**src/fdm_cfg.svh**
```systemverilog
// register indices, field positions and reset values of the monitor block
`ifndef FDM_CFG_SVH
`define FDM_CFG_SVH
`define FDM_IDX_THR_LO 10'h249
`define FDM_IDX_THR_HI 10'h24A
`define FDM_IDX_DWELL_LO 10'h24B
`define FDM_IDX_DWELL_HI 10'h24C
`define FDM_IDX_SYNC_CTL 10'h26F
`define FDM_IDX_PER0 10'h271
`define FDM_IDX_PER1 10'h272
`define FDM_IDX_PER2 10'h273
`define FDM_IDX_IRQ_STAT 10'h280
`define FDM_IDX_IRQ_MASK 10'h281
`define FDM_IDX_STATUS 10'h282
`define FDM_IDX_LSB 2
`define FDM_IDX_MSB 11
`define FDM_HTRANS_ACT_BIT 1
`define FDM_RST_BYTE 8'h00
`define FDM_RST_PER0 8'h80
`define FDM_THR_HI_W 5
`define FDM_SYNC_EN_BIT 0
`define FDM_SYNC_NEXT_BIT 1
`define FDM_SYNC_W 2
`define FDM_IRQ_SYNC_BIT 0
`define FDM_IRQ_REL_BIT 1
`define FDM_IRQ_RAISE_BIT 2
`define FDM_IRQ_W 3
`define FDM_ST_ALARM_BIT 0
`define FDM_ST_BELOW_BIT 1
`define FDM_ST_ARMED_BIT 2
`endif

```
**src/fdm_pkg.sv**
```systemverilog
// types shared by the monitor block
package fdm_pkg;
	typedef enum logic [0:0] {
		BUS_IDLE = 1'b0,
		BUS_RDWAIT = 1'b1
	} fdm_bus_e;
	typedef logic [9:0] fdm_idx_t;
	typedef logic [7:0] fdm_byte_t;
endpackage

```
**src/fdm_mon_if.sv**
```systemverilog
// signals between the register top and the dwell and sync engines
interface fdm_mon_if #(
	parameter int DWELL_W = 16
);
	logic mag_below;
	logic alarm_set;
	logic [DWELL_W-1:0] dwell_value;
	logic alarm;
	logic alarm_released;
	logic sync_en;
	logic sync_next;
	logic sysref;
	logic sync_pulse;
	logic disarm;
	modport ctl(
		output mag_below, alarm_set, dwell_value, sync_en, sync_next, sysref,
		input alarm, alarm_released, sync_pulse, disarm
	);
	modport dwell(
		input mag_below, alarm_set, dwell_value,
		output alarm, alarm_released
	);
	modport sync(
		input sync_en, sync_next, sysref,
		output sync_pulse, disarm
	);
endinterface

```
**src/fdm_dwell.sv**
```systemverilog
// dwell counter that releases the level alarm outputs
module fdm_dwell
	import fdm_pkg::*;
#(
	parameter int DWELL_W = 16
)(
	// clock and reset
	input wire logic clk,
	input wire logic rst,
	// engine signals
	fdm_mon_if.dwell mon
);
	logic [DWELL_W-1:0] count_reg;
	logic alarm_reg;
	logic release_now;

	assign release_now = alarm_reg && !mon.alarm_set && mon.mag_below &&
		(count_reg == '0);
	assign mon.alarm = alarm_reg;
	assign mon.alarm_released = release_now;

	always_ff @(posedge clk) begin
		if (rst) begin
			count_reg <= '0;
		end else if (mon.alarm_set || !mon.mag_below) begin
			count_reg <= mon.dwell_value;
		end else if (count_reg != '0) begin
			count_reg <= count_reg - 1'b1;
		end
	end

	// a new alarm wins over a release in the same cycle
	always_ff @(posedge clk) begin
		if (rst) begin
			alarm_reg <= 1'b0;
		end else if (mon.alarm_set) begin
			alarm_reg <= 1'b1;
		end else if (release_now) begin
			alarm_reg <= 1'b0;
		end
	end
endmodule

```
**src/fdm_sync.sv**
```systemverilog
// sysref edge qualifier for signal monitor synchronisation
module fdm_sync
	import fdm_pkg::*;
(
	// clock and reset
	input wire logic clk,
	input wire logic rst,
	// engine signals
	fdm_mon_if.sync mon
);
	logic sysref_q_reg;
	logic edge_seen;

	always_ff @(posedge clk) begin
		if (rst) begin
			sysref_q_reg <= 1'b0;
		end else begin
			sysref_q_reg <= mon.sysref;
		end
	end

	assign edge_seen = mon.sysref && !sysref_q_reg;
	assign mon.sync_pulse = mon.sync_en && edge_seen;
	assign mon.disarm = mon.sync_en && mon.sync_next && edge_seen;
endmodule

```
**src/fdm_top.sv**
```systemverilog
// fast-detect dwell and signal monitor sync controller with AHB-Lite regs
// Behaviour
// - 16-bit dwell count must expire below threshold before alarms clear.
// - dwell value built from low byte register and high byte register.
// - sync control bit 1 picks continuous or next-edge-only mode.
// - next-edge mode uses only the first sysref edge after arming.
// - next-edge mode clears the sync enable bit once the edge is taken.
// - sync control bit 0 enables sysref sync, reset value zero.
// - magnitude compared against 13-bit lower threshold to run dwell.
// - monitor period is a 24-bit count of clocks, even values only.
//
// The implementer's own choice: register access over AHB-Lite.
`include "fdm_cfg.svh"

module fdm_top
	import fdm_pkg::*;
#(
	parameter int MAG_W = 13,
	parameter int DWELL_W = 16,
	parameter int PERIOD_W = 24
)(
	// clock and reset
	input wire logic CORE_CLK,
	input wire logic SYS_RST,
	// ahb-lite slave
	input wire logic HSEL,
	input wire logic [31:0] HADDR,
	input wire logic [1:0] HTRANS,
	input wire logic HWRITE,
	input wire logic [2:0] HSIZE,
	input wire logic [31:0] HWDATA,
	input wire logic HREADY,
	output logic [31:0] HRDATA,
	output logic HREADYOUT,
	output logic HRESP,
	// converter side
	input wire logic [MAG_W-1:0] MAG,
	input wire logic ALARM_SET,
	input wire logic SYSREF,
	// monitor outputs
	output logic LEVEL_ALARM_OUTPUTS,
	output logic MON_SYNC,
	output logic MON_PERIOD_END,
	output logic IRQ
);
	// bus state
	fdm_bus_e bus_state_reg;
	fdm_bus_e bus_state_next;
	fdm_idx_t addr_reg;
	logic wr_pend_reg;
	fdm_byte_t hrdata_reg;
	fdm_byte_t rd_byte;
	fdm_byte_t wbyte;
	logic addr_ph;

	// software registers
	fdm_byte_t dwell_lo_reg;
	fdm_byte_t dwell_hi_reg;
	fdm_byte_t thr_lo_reg;
	logic [`FDM_THR_HI_W-1:0] thr_hi_reg;
	logic [`FDM_SYNC_W-1:0] sync_ctl_reg;
	fdm_byte_t per0_reg;
	fdm_byte_t per1_reg;
	fdm_byte_t per2_reg;
	logic [`FDM_IRQ_W-1:0] irq_stat_reg;
	logic [`FDM_IRQ_W-1:0] irq_mask_reg;

	// monitor state
	logic [PERIOD_W-1:0] period_cnt_reg;
	logic [PERIOD_W-1:0] period_eff;
	logic [PERIOD_W-1:0] period_last;
	logic period_end_reg;
	logic mon_sync_reg;
	logic [MAG_W-1:0] threshold;
	logic [`FDM_IRQ_W-1:0] irq_events;

	fdm_mon_if #(.DWELL_W(DWELL_W)) mon ();

	function automatic logic wr_hit(fdm_idx_t idx);
		return wr_pend_reg && (addr_reg == idx);
	endfunction

	// ---- bus slave
	assign addr_ph = HSEL && HTRANS[`FDM_HTRANS_ACT_BIT] && HREADY;
	assign wbyte = HWDATA[7:0];

	// the index is kept for the data phase of both reads and writes
	always_ff @(posedge CORE_CLK) begin
		if (SYS_RST) begin
			addr_reg <= '0;
		end else if (addr_ph) begin
			addr_reg <= HADDR[`FDM_IDX_MSB:`FDM_IDX_LSB];
		end
	end

	// a write lands one edge after its address phase, in the data phase
	always_ff @(posedge CORE_CLK) begin
		if (SYS_RST) begin
			wr_pend_reg <= 1'b0;
		end else begin
			wr_pend_reg <= addr_ph && HWRITE;
		end
	end

	// one wait state on reads so a read always sees the settled registers
	always_comb begin
		bus_state_next = bus_state_reg;
		case (bus_state_reg)
			BUS_IDLE: begin
				if (addr_ph && !HWRITE) begin
					bus_state_next = BUS_RDWAIT;
				end
			end
			BUS_RDWAIT: begin
				bus_state_next = BUS_IDLE;
			end
			default: begin
				bus_state_next = BUS_IDLE;
			end
		endcase
	end

	always_ff @(posedge CORE_CLK) begin
		if (SYS_RST) begin
			bus_state_reg <= BUS_IDLE;
		end else begin
			bus_state_reg <= bus_state_next;
		end
	end

	// unmapped indices and reserved bits read as zero
	always_comb begin
		case (addr_reg)
			`FDM_IDX_THR_LO: begin
				rd_byte = thr_lo_reg;
			end
			`FDM_IDX_THR_HI: begin
				rd_byte = fdm_byte_t'(thr_hi_reg);
			end
			`FDM_IDX_DWELL_LO: begin
				rd_byte = dwell_lo_reg;
			end
			`FDM_IDX_DWELL_HI: begin
				rd_byte = dwell_hi_reg;
			end
			`FDM_IDX_SYNC_CTL: begin
				rd_byte = fdm_byte_t'(sync_ctl_reg);
			end
			`FDM_IDX_PER0: begin
				rd_byte = per0_reg;
			end
			`FDM_IDX_PER1: begin
				rd_byte = per1_reg;
			end
			`FDM_IDX_PER2: begin
				rd_byte = per2_reg;
			end
			`FDM_IDX_IRQ_STAT: begin
				rd_byte = fdm_byte_t'(irq_stat_reg);
			end
			`FDM_IDX_IRQ_MASK: begin
				rd_byte = fdm_byte_t'(irq_mask_reg);
			end
			`FDM_IDX_STATUS: begin
				rd_byte = `FDM_RST_BYTE;
				rd_byte[`FDM_ST_ALARM_BIT] = mon.alarm;
				rd_byte[`FDM_ST_BELOW_BIT] = mon.mag_below;
				rd_byte[`FDM_ST_ARMED_BIT] = sync_ctl_reg[`FDM_SYNC_EN_BIT];
			end
			default: begin
				rd_byte = `FDM_RST_BYTE;
			end
		endcase
	end

	always_ff @(posedge CORE_CLK) begin
		if (SYS_RST) begin
			hrdata_reg <= `FDM_RST_BYTE;
		end else if (bus_state_reg == BUS_RDWAIT) begin
			hrdata_reg <= rd_byte;
		end
	end

	assign HRDATA = {24'h000000, hrdata_reg};
	// writes never stall; only a read data phase waits
	assign HREADYOUT = (bus_state_reg != BUS_RDWAIT);
	assign HRESP = 1'b0;

	// ---- configuration registers
	// dwell byte registers
	always_ff @(posedge CORE_CLK) begin
		if (SYS_RST) begin
			dwell_lo_reg <= `FDM_RST_BYTE;
			dwell_hi_reg <= `FDM_RST_BYTE;
		end else begin
			if (wr_hit(`FDM_IDX_DWELL_LO)) begin
				dwell_lo_reg <= wbyte;
			end
			if (wr_hit(`FDM_IDX_DWELL_HI)) begin
				dwell_hi_reg <= wbyte;
			end
		end
	end

	always_ff @(posedge CORE_CLK) begin
		if (SYS_RST) begin
			thr_lo_reg <= `FDM_RST_BYTE;
			thr_hi_reg <= '0;
		end else begin
			if (wr_hit(`FDM_IDX_THR_LO)) begin
				thr_lo_reg <= wbyte;
			end
			if (wr_hit(`FDM_IDX_THR_HI)) begin
				thr_hi_reg <= wbyte[`FDM_THR_HI_W-1:0];
			end
		end
	end

	always_ff @(posedge CORE_CLK) begin
		if (SYS_RST) begin
			per0_reg <= `FDM_RST_PER0;
			per1_reg <= `FDM_RST_BYTE;
			per2_reg <= `FDM_RST_BYTE;
		end else begin
			if (wr_hit(`FDM_IDX_PER0)) begin
				per0_reg <= wbyte;
			end
			if (wr_hit(`FDM_IDX_PER1)) begin
				per1_reg <= wbyte;
			end
			if (wr_hit(`FDM_IDX_PER2)) begin
				per2_reg <= wbyte;
			end
		end
	end

	// software may re-arm in the very cycle the engine disarms; its write wins
	always_ff @(posedge CORE_CLK) begin
		if (SYS_RST) begin
			sync_ctl_reg <= '0;
		end else if (wr_hit(`FDM_IDX_SYNC_CTL)) begin
			sync_ctl_reg <= wbyte[`FDM_SYNC_W-1:0];
		end else if (mon.disarm) begin
			sync_ctl_reg[`FDM_SYNC_EN_BIT] <= 1'b0;
		end
	end

	// ---- engines
	assign threshold = MAG_W'({thr_hi_reg, thr_lo_reg});
	assign mon.mag_below = (MAG < threshold);
	assign mon.alarm_set = ALARM_SET;
	assign mon.dwell_value = DWELL_W'({dwell_hi_reg, dwell_lo_reg});
	assign mon.sync_en = sync_ctl_reg[`FDM_SYNC_EN_BIT];
	assign mon.sync_next = sync_ctl_reg[`FDM_SYNC_NEXT_BIT];
	// sysref is taken as already synchronous to the core clock
	assign mon.sysref = SYSREF;

	fdm_dwell #(
		.DWELL_W(DWELL_W)
	) u_dwell (
		.clk(CORE_CLK),
		.rst(SYS_RST),
		.mon(mon.dwell)
	);

	fdm_sync u_sync (
		.clk(CORE_CLK),
		.rst(SYS_RST),
		.mon(mon.sync)
	);

	// ---- monitor period counter
	// odd period values are unsupported, so the low bit is ignored
	assign period_eff = PERIOD_W'({per2_reg, per1_reg, per0_reg[7:1], 1'b0});
	assign period_last = PERIOD_W'(period_eff - 1'b1);

	always_ff @(posedge CORE_CLK) begin
		if (SYS_RST) begin
			period_cnt_reg <= '0;
		end else if (mon.sync_pulse) begin
			period_cnt_reg <= '0;
		// a count left past a shortened period wraps at once
		end else if (period_cnt_reg >= period_last) begin
			period_cnt_reg <= '0;
		end else begin
			period_cnt_reg <= period_cnt_reg + 1'b1;
		end
	end

	// a sync on the last count restarts the period, so no end pulse
	always_ff @(posedge CORE_CLK) begin
		if (SYS_RST) begin
			period_end_reg <= 1'b0;
			mon_sync_reg <= 1'b0;
		end else begin
			period_end_reg <= !mon.sync_pulse &&
				(period_cnt_reg >= period_last);
			mon_sync_reg <= mon.sync_pulse;
		end
	end

	// ---- interrupts
	assign irq_events[`FDM_IRQ_SYNC_BIT] = mon.sync_pulse;
	assign irq_events[`FDM_IRQ_REL_BIT] = mon.alarm_released;
	// raise counts only a fresh alarm, not one already standing
	assign irq_events[`FDM_IRQ_RAISE_BIT] = ALARM_SET && !mon.alarm;

	// an event in the clearing cycle is kept: set wins over write-one-clear
	for (genvar i = 0; i < `FDM_IRQ_W; i++) begin : g_irq
		always_ff @(posedge CORE_CLK) begin
			if (SYS_RST) begin
				irq_stat_reg[i] <= 1'b0;
			end else if (irq_events[i]) begin
				irq_stat_reg[i] <= 1'b1;
			end else if (wr_hit(`FDM_IDX_IRQ_STAT) && wbyte[i]) begin
				irq_stat_reg[i] <= 1'b0;
			end
		end
	end

	// mask has the status layout; the interrupt is a plain level
	always_ff @(posedge CORE_CLK) begin
		if (SYS_RST) begin
			irq_mask_reg <= '0;
		end else if (wr_hit(`FDM_IDX_IRQ_MASK)) begin
			irq_mask_reg <= wbyte[`FDM_IRQ_W-1:0];
		end
	end

	// ---- outputs
	// alarm pins follow engine
	assign LEVEL_ALARM_OUTPUTS = mon.alarm;
	assign MON_SYNC = mon_sync_reg;
	assign MON_PERIOD_END = period_end_reg;
	assign IRQ = |(irq_stat_reg & irq_mask_reg);
endmodule

```
**config.mk**
```make
export PLATFORM = sky130hd
export DESIGN_NAME = fdm_top
export DESIGN_NICKNAME = d
export VERILOG_FILES = /design/src/fdm_pkg.sv /design/src/fdm_mon_if.sv /design/src/fdm_dwell.sv /design/src/fdm_sync.sv /design/src/fdm_top.sv
export VERILOG_INCLUDE_DIRS = /design/src /design/src/src
export SDC_FILE = /design/constraint.sdc
export NUM_CORES = 1
export LEC_CHECK = 0
export BUFFER_PORTS_ARGS = -buffer_cell sky130_fd_sc_hd__buf_2
export CAP_MARGIN = 20
export CORE_MARGIN = 10
export CORE_UTILIZATION = 61
export DETAILED_ROUTE_END_ITERATION = 16
export PLACE_DENSITY = 0.86
export SLEW_MARGIN = 10
export SYNTH_ARGS = -nofsm -noshare
export SYNTH_HDL_FRONTEND = slang
export SYNTH_SLANG_ARGS = --single-unit
```
**constraint.sdc**
```tcl
create_clock -name CORE_CLK -period 6.7 [get_ports CORE_CLK]
set_clock_uncertainty 0.15 [all_clocks]
set_input_delay 1.34 -clock CORE_CLK [delete_from_list [all_inputs] [get_ports CORE_CLK]]
set_output_delay 1.34 -clock CORE_CLK [all_outputs]
set_load 0.02 [all_outputs]
```
==> flow_metrics.tcl <==
set metrics [dict create \
    final_util_pct 69.64 \
    dp_hpwl_um 12320 \
    rows 39 \
    drc_errors 0 \
    cp_top_family "simple AND/OR/NAND/NOR gates" \
    synthesis.area_um2 7094 \
    hold_buffers 0 \
    port_buffers 51 \
    num-fill-cells 858 \
    clk_pin_slew_ps 50 \
    postCtsSetupBuffers 0 \
    fp.dieArea_um2 16340 \
    post_cts_resized 0 \
    holdPathStages 1 \
    synth_top_area_cell "dfxtp_1" \
    post-route-period-util_pct 53.14 \
    gp_congestion 0.8934 \
    num_io_pins 127 \
    synth-main-ff-cell "dfxtp_1" \
    routed_via_density 6.036 \
    met2_usage_pct 34.55 \
    fp.dieW_um 127.8 \
    largest_reg_flops 24 \
    initial_core_util_pct 62.13 \
    crit_arrival_ps 3750 \
    drt-wirelength-per-cell_um 17.55 \
    path_cells "nor4_2 -> nand4_1 -> or3_1 -> nor3_2 -> xnor2_1 -> ha_1 -> a21o_1 -> a21o_1 -> a211oi_1 -> o211ai_1 -> buf_4 -> nor2_1" \
    netlist.area_leader.share_pct 35.27 \
    place_area_um2 7297 \
    grt_remaining_overflow 0 \
    synth.distinct_cells 74 \
    status "completed" \
    timing.rr.start "per0_reg[3]" \
    tns_ps 0 \
    fin_crit_ps 3560 \
    slowest_stage "nor4_2" \
    yosysWarnings 0 \
    cts_buffers 17 \
    ir_drop_uv 327.2 \
    first_pass_iters 6 \
    critPathBufInv 1 \
    yosysMostFrequentCell "dfxtp_1" \
    die_h_um 127.8 \
    grt_pass1_wl_um 29180 \
    areaGrowthSynthToFinish_pct 12.08 \
    synth.ff_latch_count 125 \
    n_antenna_cell 0 \
    tritoncts "done" \
    maxSlewViolCount 0 \
    antenna_found_initial 0 \
    hp-start "u_sync.sysref_q_reg" \
    cts-root-buf "clkbuf_16" \
    final_area_um2 7951 \
    drtAntennaViolNets 0 \
    final_nets 989 \
    clockBufferDepth 2 \
    grt_max_degree 97 \
    synth_area_leaders "dfxtp_1 35%, mux2i_1 7.5%, ha_1 6.7%" \
    holdPathEnd "MON_SYNC" \
    synth_common_cells "125 x dfxtp_1, 103 x nor2_1, 88 x nand2_1, 56 x a21oi_1, 53 x mux2i_1" \
    required_ps 6890 \
    vias 6139 \
    power_leakage_uw 0.003134 \
    drive_gt1_share_pct 13.50 \
    post-place-cells 986 \
    path_class "reg2reg" \
    slowest_delay_ps 480 \
    grt_util_met1_pct 27.30 \
    async_flop_share_pct 0 \
    crit_path_end_kind "register" \
    wirelength_um 17850 \
    start_kind "register" \
    clock_sinks 125 \
    r2r_slack_ps 3140 \
    worst_pin_slew_ps 1013 \
    timing.rr.end "period_cnt_reg[7]" \
    place_ws_ps 3226 \
    groute.usage.overall_pct 21.86 \
    final_cells 1017 \
    syn_inst 826 \
    final-setup-viol-count 0 \
    htree_num_levels 4 \
    p_per_area_nw_per_um2 313.7 \
    core_um2 11420 \
    synth_area_per_cell_um2 8.589 \
    rsz0062_at_grt "no" \
    path_max_fanout 24 \
    hold_path_class "reg2reg" \
    met3_usage_pct 6.245 \
    hold_viol 0 \
    synth-edff-count 0 \
    setup_ws_ps 3140 \
    crit_path_frequent_cell "a21o_1" \
    drt_iter0_markers 666 \
    cap_violations 0 \
    insertion_delay_ps 420 \
    ff2ff_path_depth 12 \
    ys_seq_area_share_pct 35.27 \
    fmax_mhz 280.9 \
    grt_pass1_vias 5969 \
    slew_headroom_pct 32.48 \
    top_usage_layer "met2" \
]
-- layer usage --
metal	part of all wire [%]	up-vias
li1	-	2933
met1	42	2874
met2	46	276
met3	9.0	56
met4	3.2	0
met5	0	-
-- cell families after synthesis --
group / Yosys count / synth area share, %
flip-flops: 125 / 35.27
multiplexers: 59 / 8.430
XOR/XNOR: 53 / 6.543
buffers and inverters: 88 / 6.437
adder cells (fa/ha/maj): 38 / 6.702
AO/OA/AOI/OAI: 142 / 12.98
AND/OR/NAND/NOR: 320 / 23.58
other: 1 / 0.05286
-- stage by stage --
stage | total power [uW] | hold slack (ps)
after floorplan | 1407 | 249.4
after global placement | 1467 | 257.3
after detailed placement | 1486 | 273.5
after CTS | 2501 | 280.9
after global routing | 2617 | 291.6
final | 2495 | 274.0
-- final cells by class --
| type | count | area (um^2) | area share (%) |
|---|---|---|---|
| clock buffers | 26 | 529.3 | 6.656 |
| clock inverters | 5 | 125.1 | 1.574 |
| inverters | 24 | 90.09 | 1.133 |
| multi-input cells | 637 | 4225 | 53.14 |
| flip-flops and latches | 125 | 2502 | 31.47 |
| well taps | 143 | 178.9 | 2.250 |
| repair buffers | 57 | 300.3 | 3.777 |
-- placed cells by master (no fill, tap or decap), types with 4 or more instances in the layout --
cell       instances
a211o_1            4
a21o_1             6
a21oi_1           56
a22o_1            10
a22oi_1           11
and3_1             9
buf_2             51
buf_4              6
bufinv_16          4
clkbuf_16         17
clkbuf_8           7
conb_1            25
dfxtp_1          125
ha_1              38
inv_1             24
mux2_2             5
mux2i_1           53
nand2_1           88
nand2b_1           4
nand3_1           26
nand4_1            9
nor2_1           103
nor2b_1            8
nor3_1            14
nor3_2             4
nor4_1             5
nor4_2             5
o21ai_0           16
o21ai_1            7
or3_1             16
xnor2_1           33
xor2_1            20
-- power breakdown --
part	internal [uW]	total, uW	switching, uW	leakage [uW]
logic	272	665	393	0.00180
clock network	690	1010	324	0.000323
registers	777	817	39.7	0.00101
total	1740	2490	756	0.00313
-- worst max path at each step --
stage	start	end	slack (ps)	cells after the start
6_report	per0_reg[3]	period_cnt_reg[7]	3140	12
5_1_grt	per0_reg[3]	period_cnt_reg[5]	2920	12
4_1_cts	per0_reg[3]	period_cnt_reg[5]	3180	12
3_5_place_dp	per0_reg[3]	period_cnt_reg[5]	3230	12
3_3_place_gp	per0_reg[3]	period_cnt_reg[4]	3290	12
2_1_floorplan	per0_reg[3]	period_cnt_reg[10]	3510	12
-- worst reg2reg max path: cells and delay by family, from the launching register on --
| family | cells | cell delay, ps |
|---|---|---|
| and+or+nand+nor | 5 | 1480 |
| AOI/OAI and AO/OA | 4 | 820 |
| buffers and inverters | 1 | 240 |
| xor gates and xnor gates | 1 | 140 |
| DFF | 1 | 370 |
| adders and majority gates | 1 | 270 |
(Power assumes the default switching activity.)
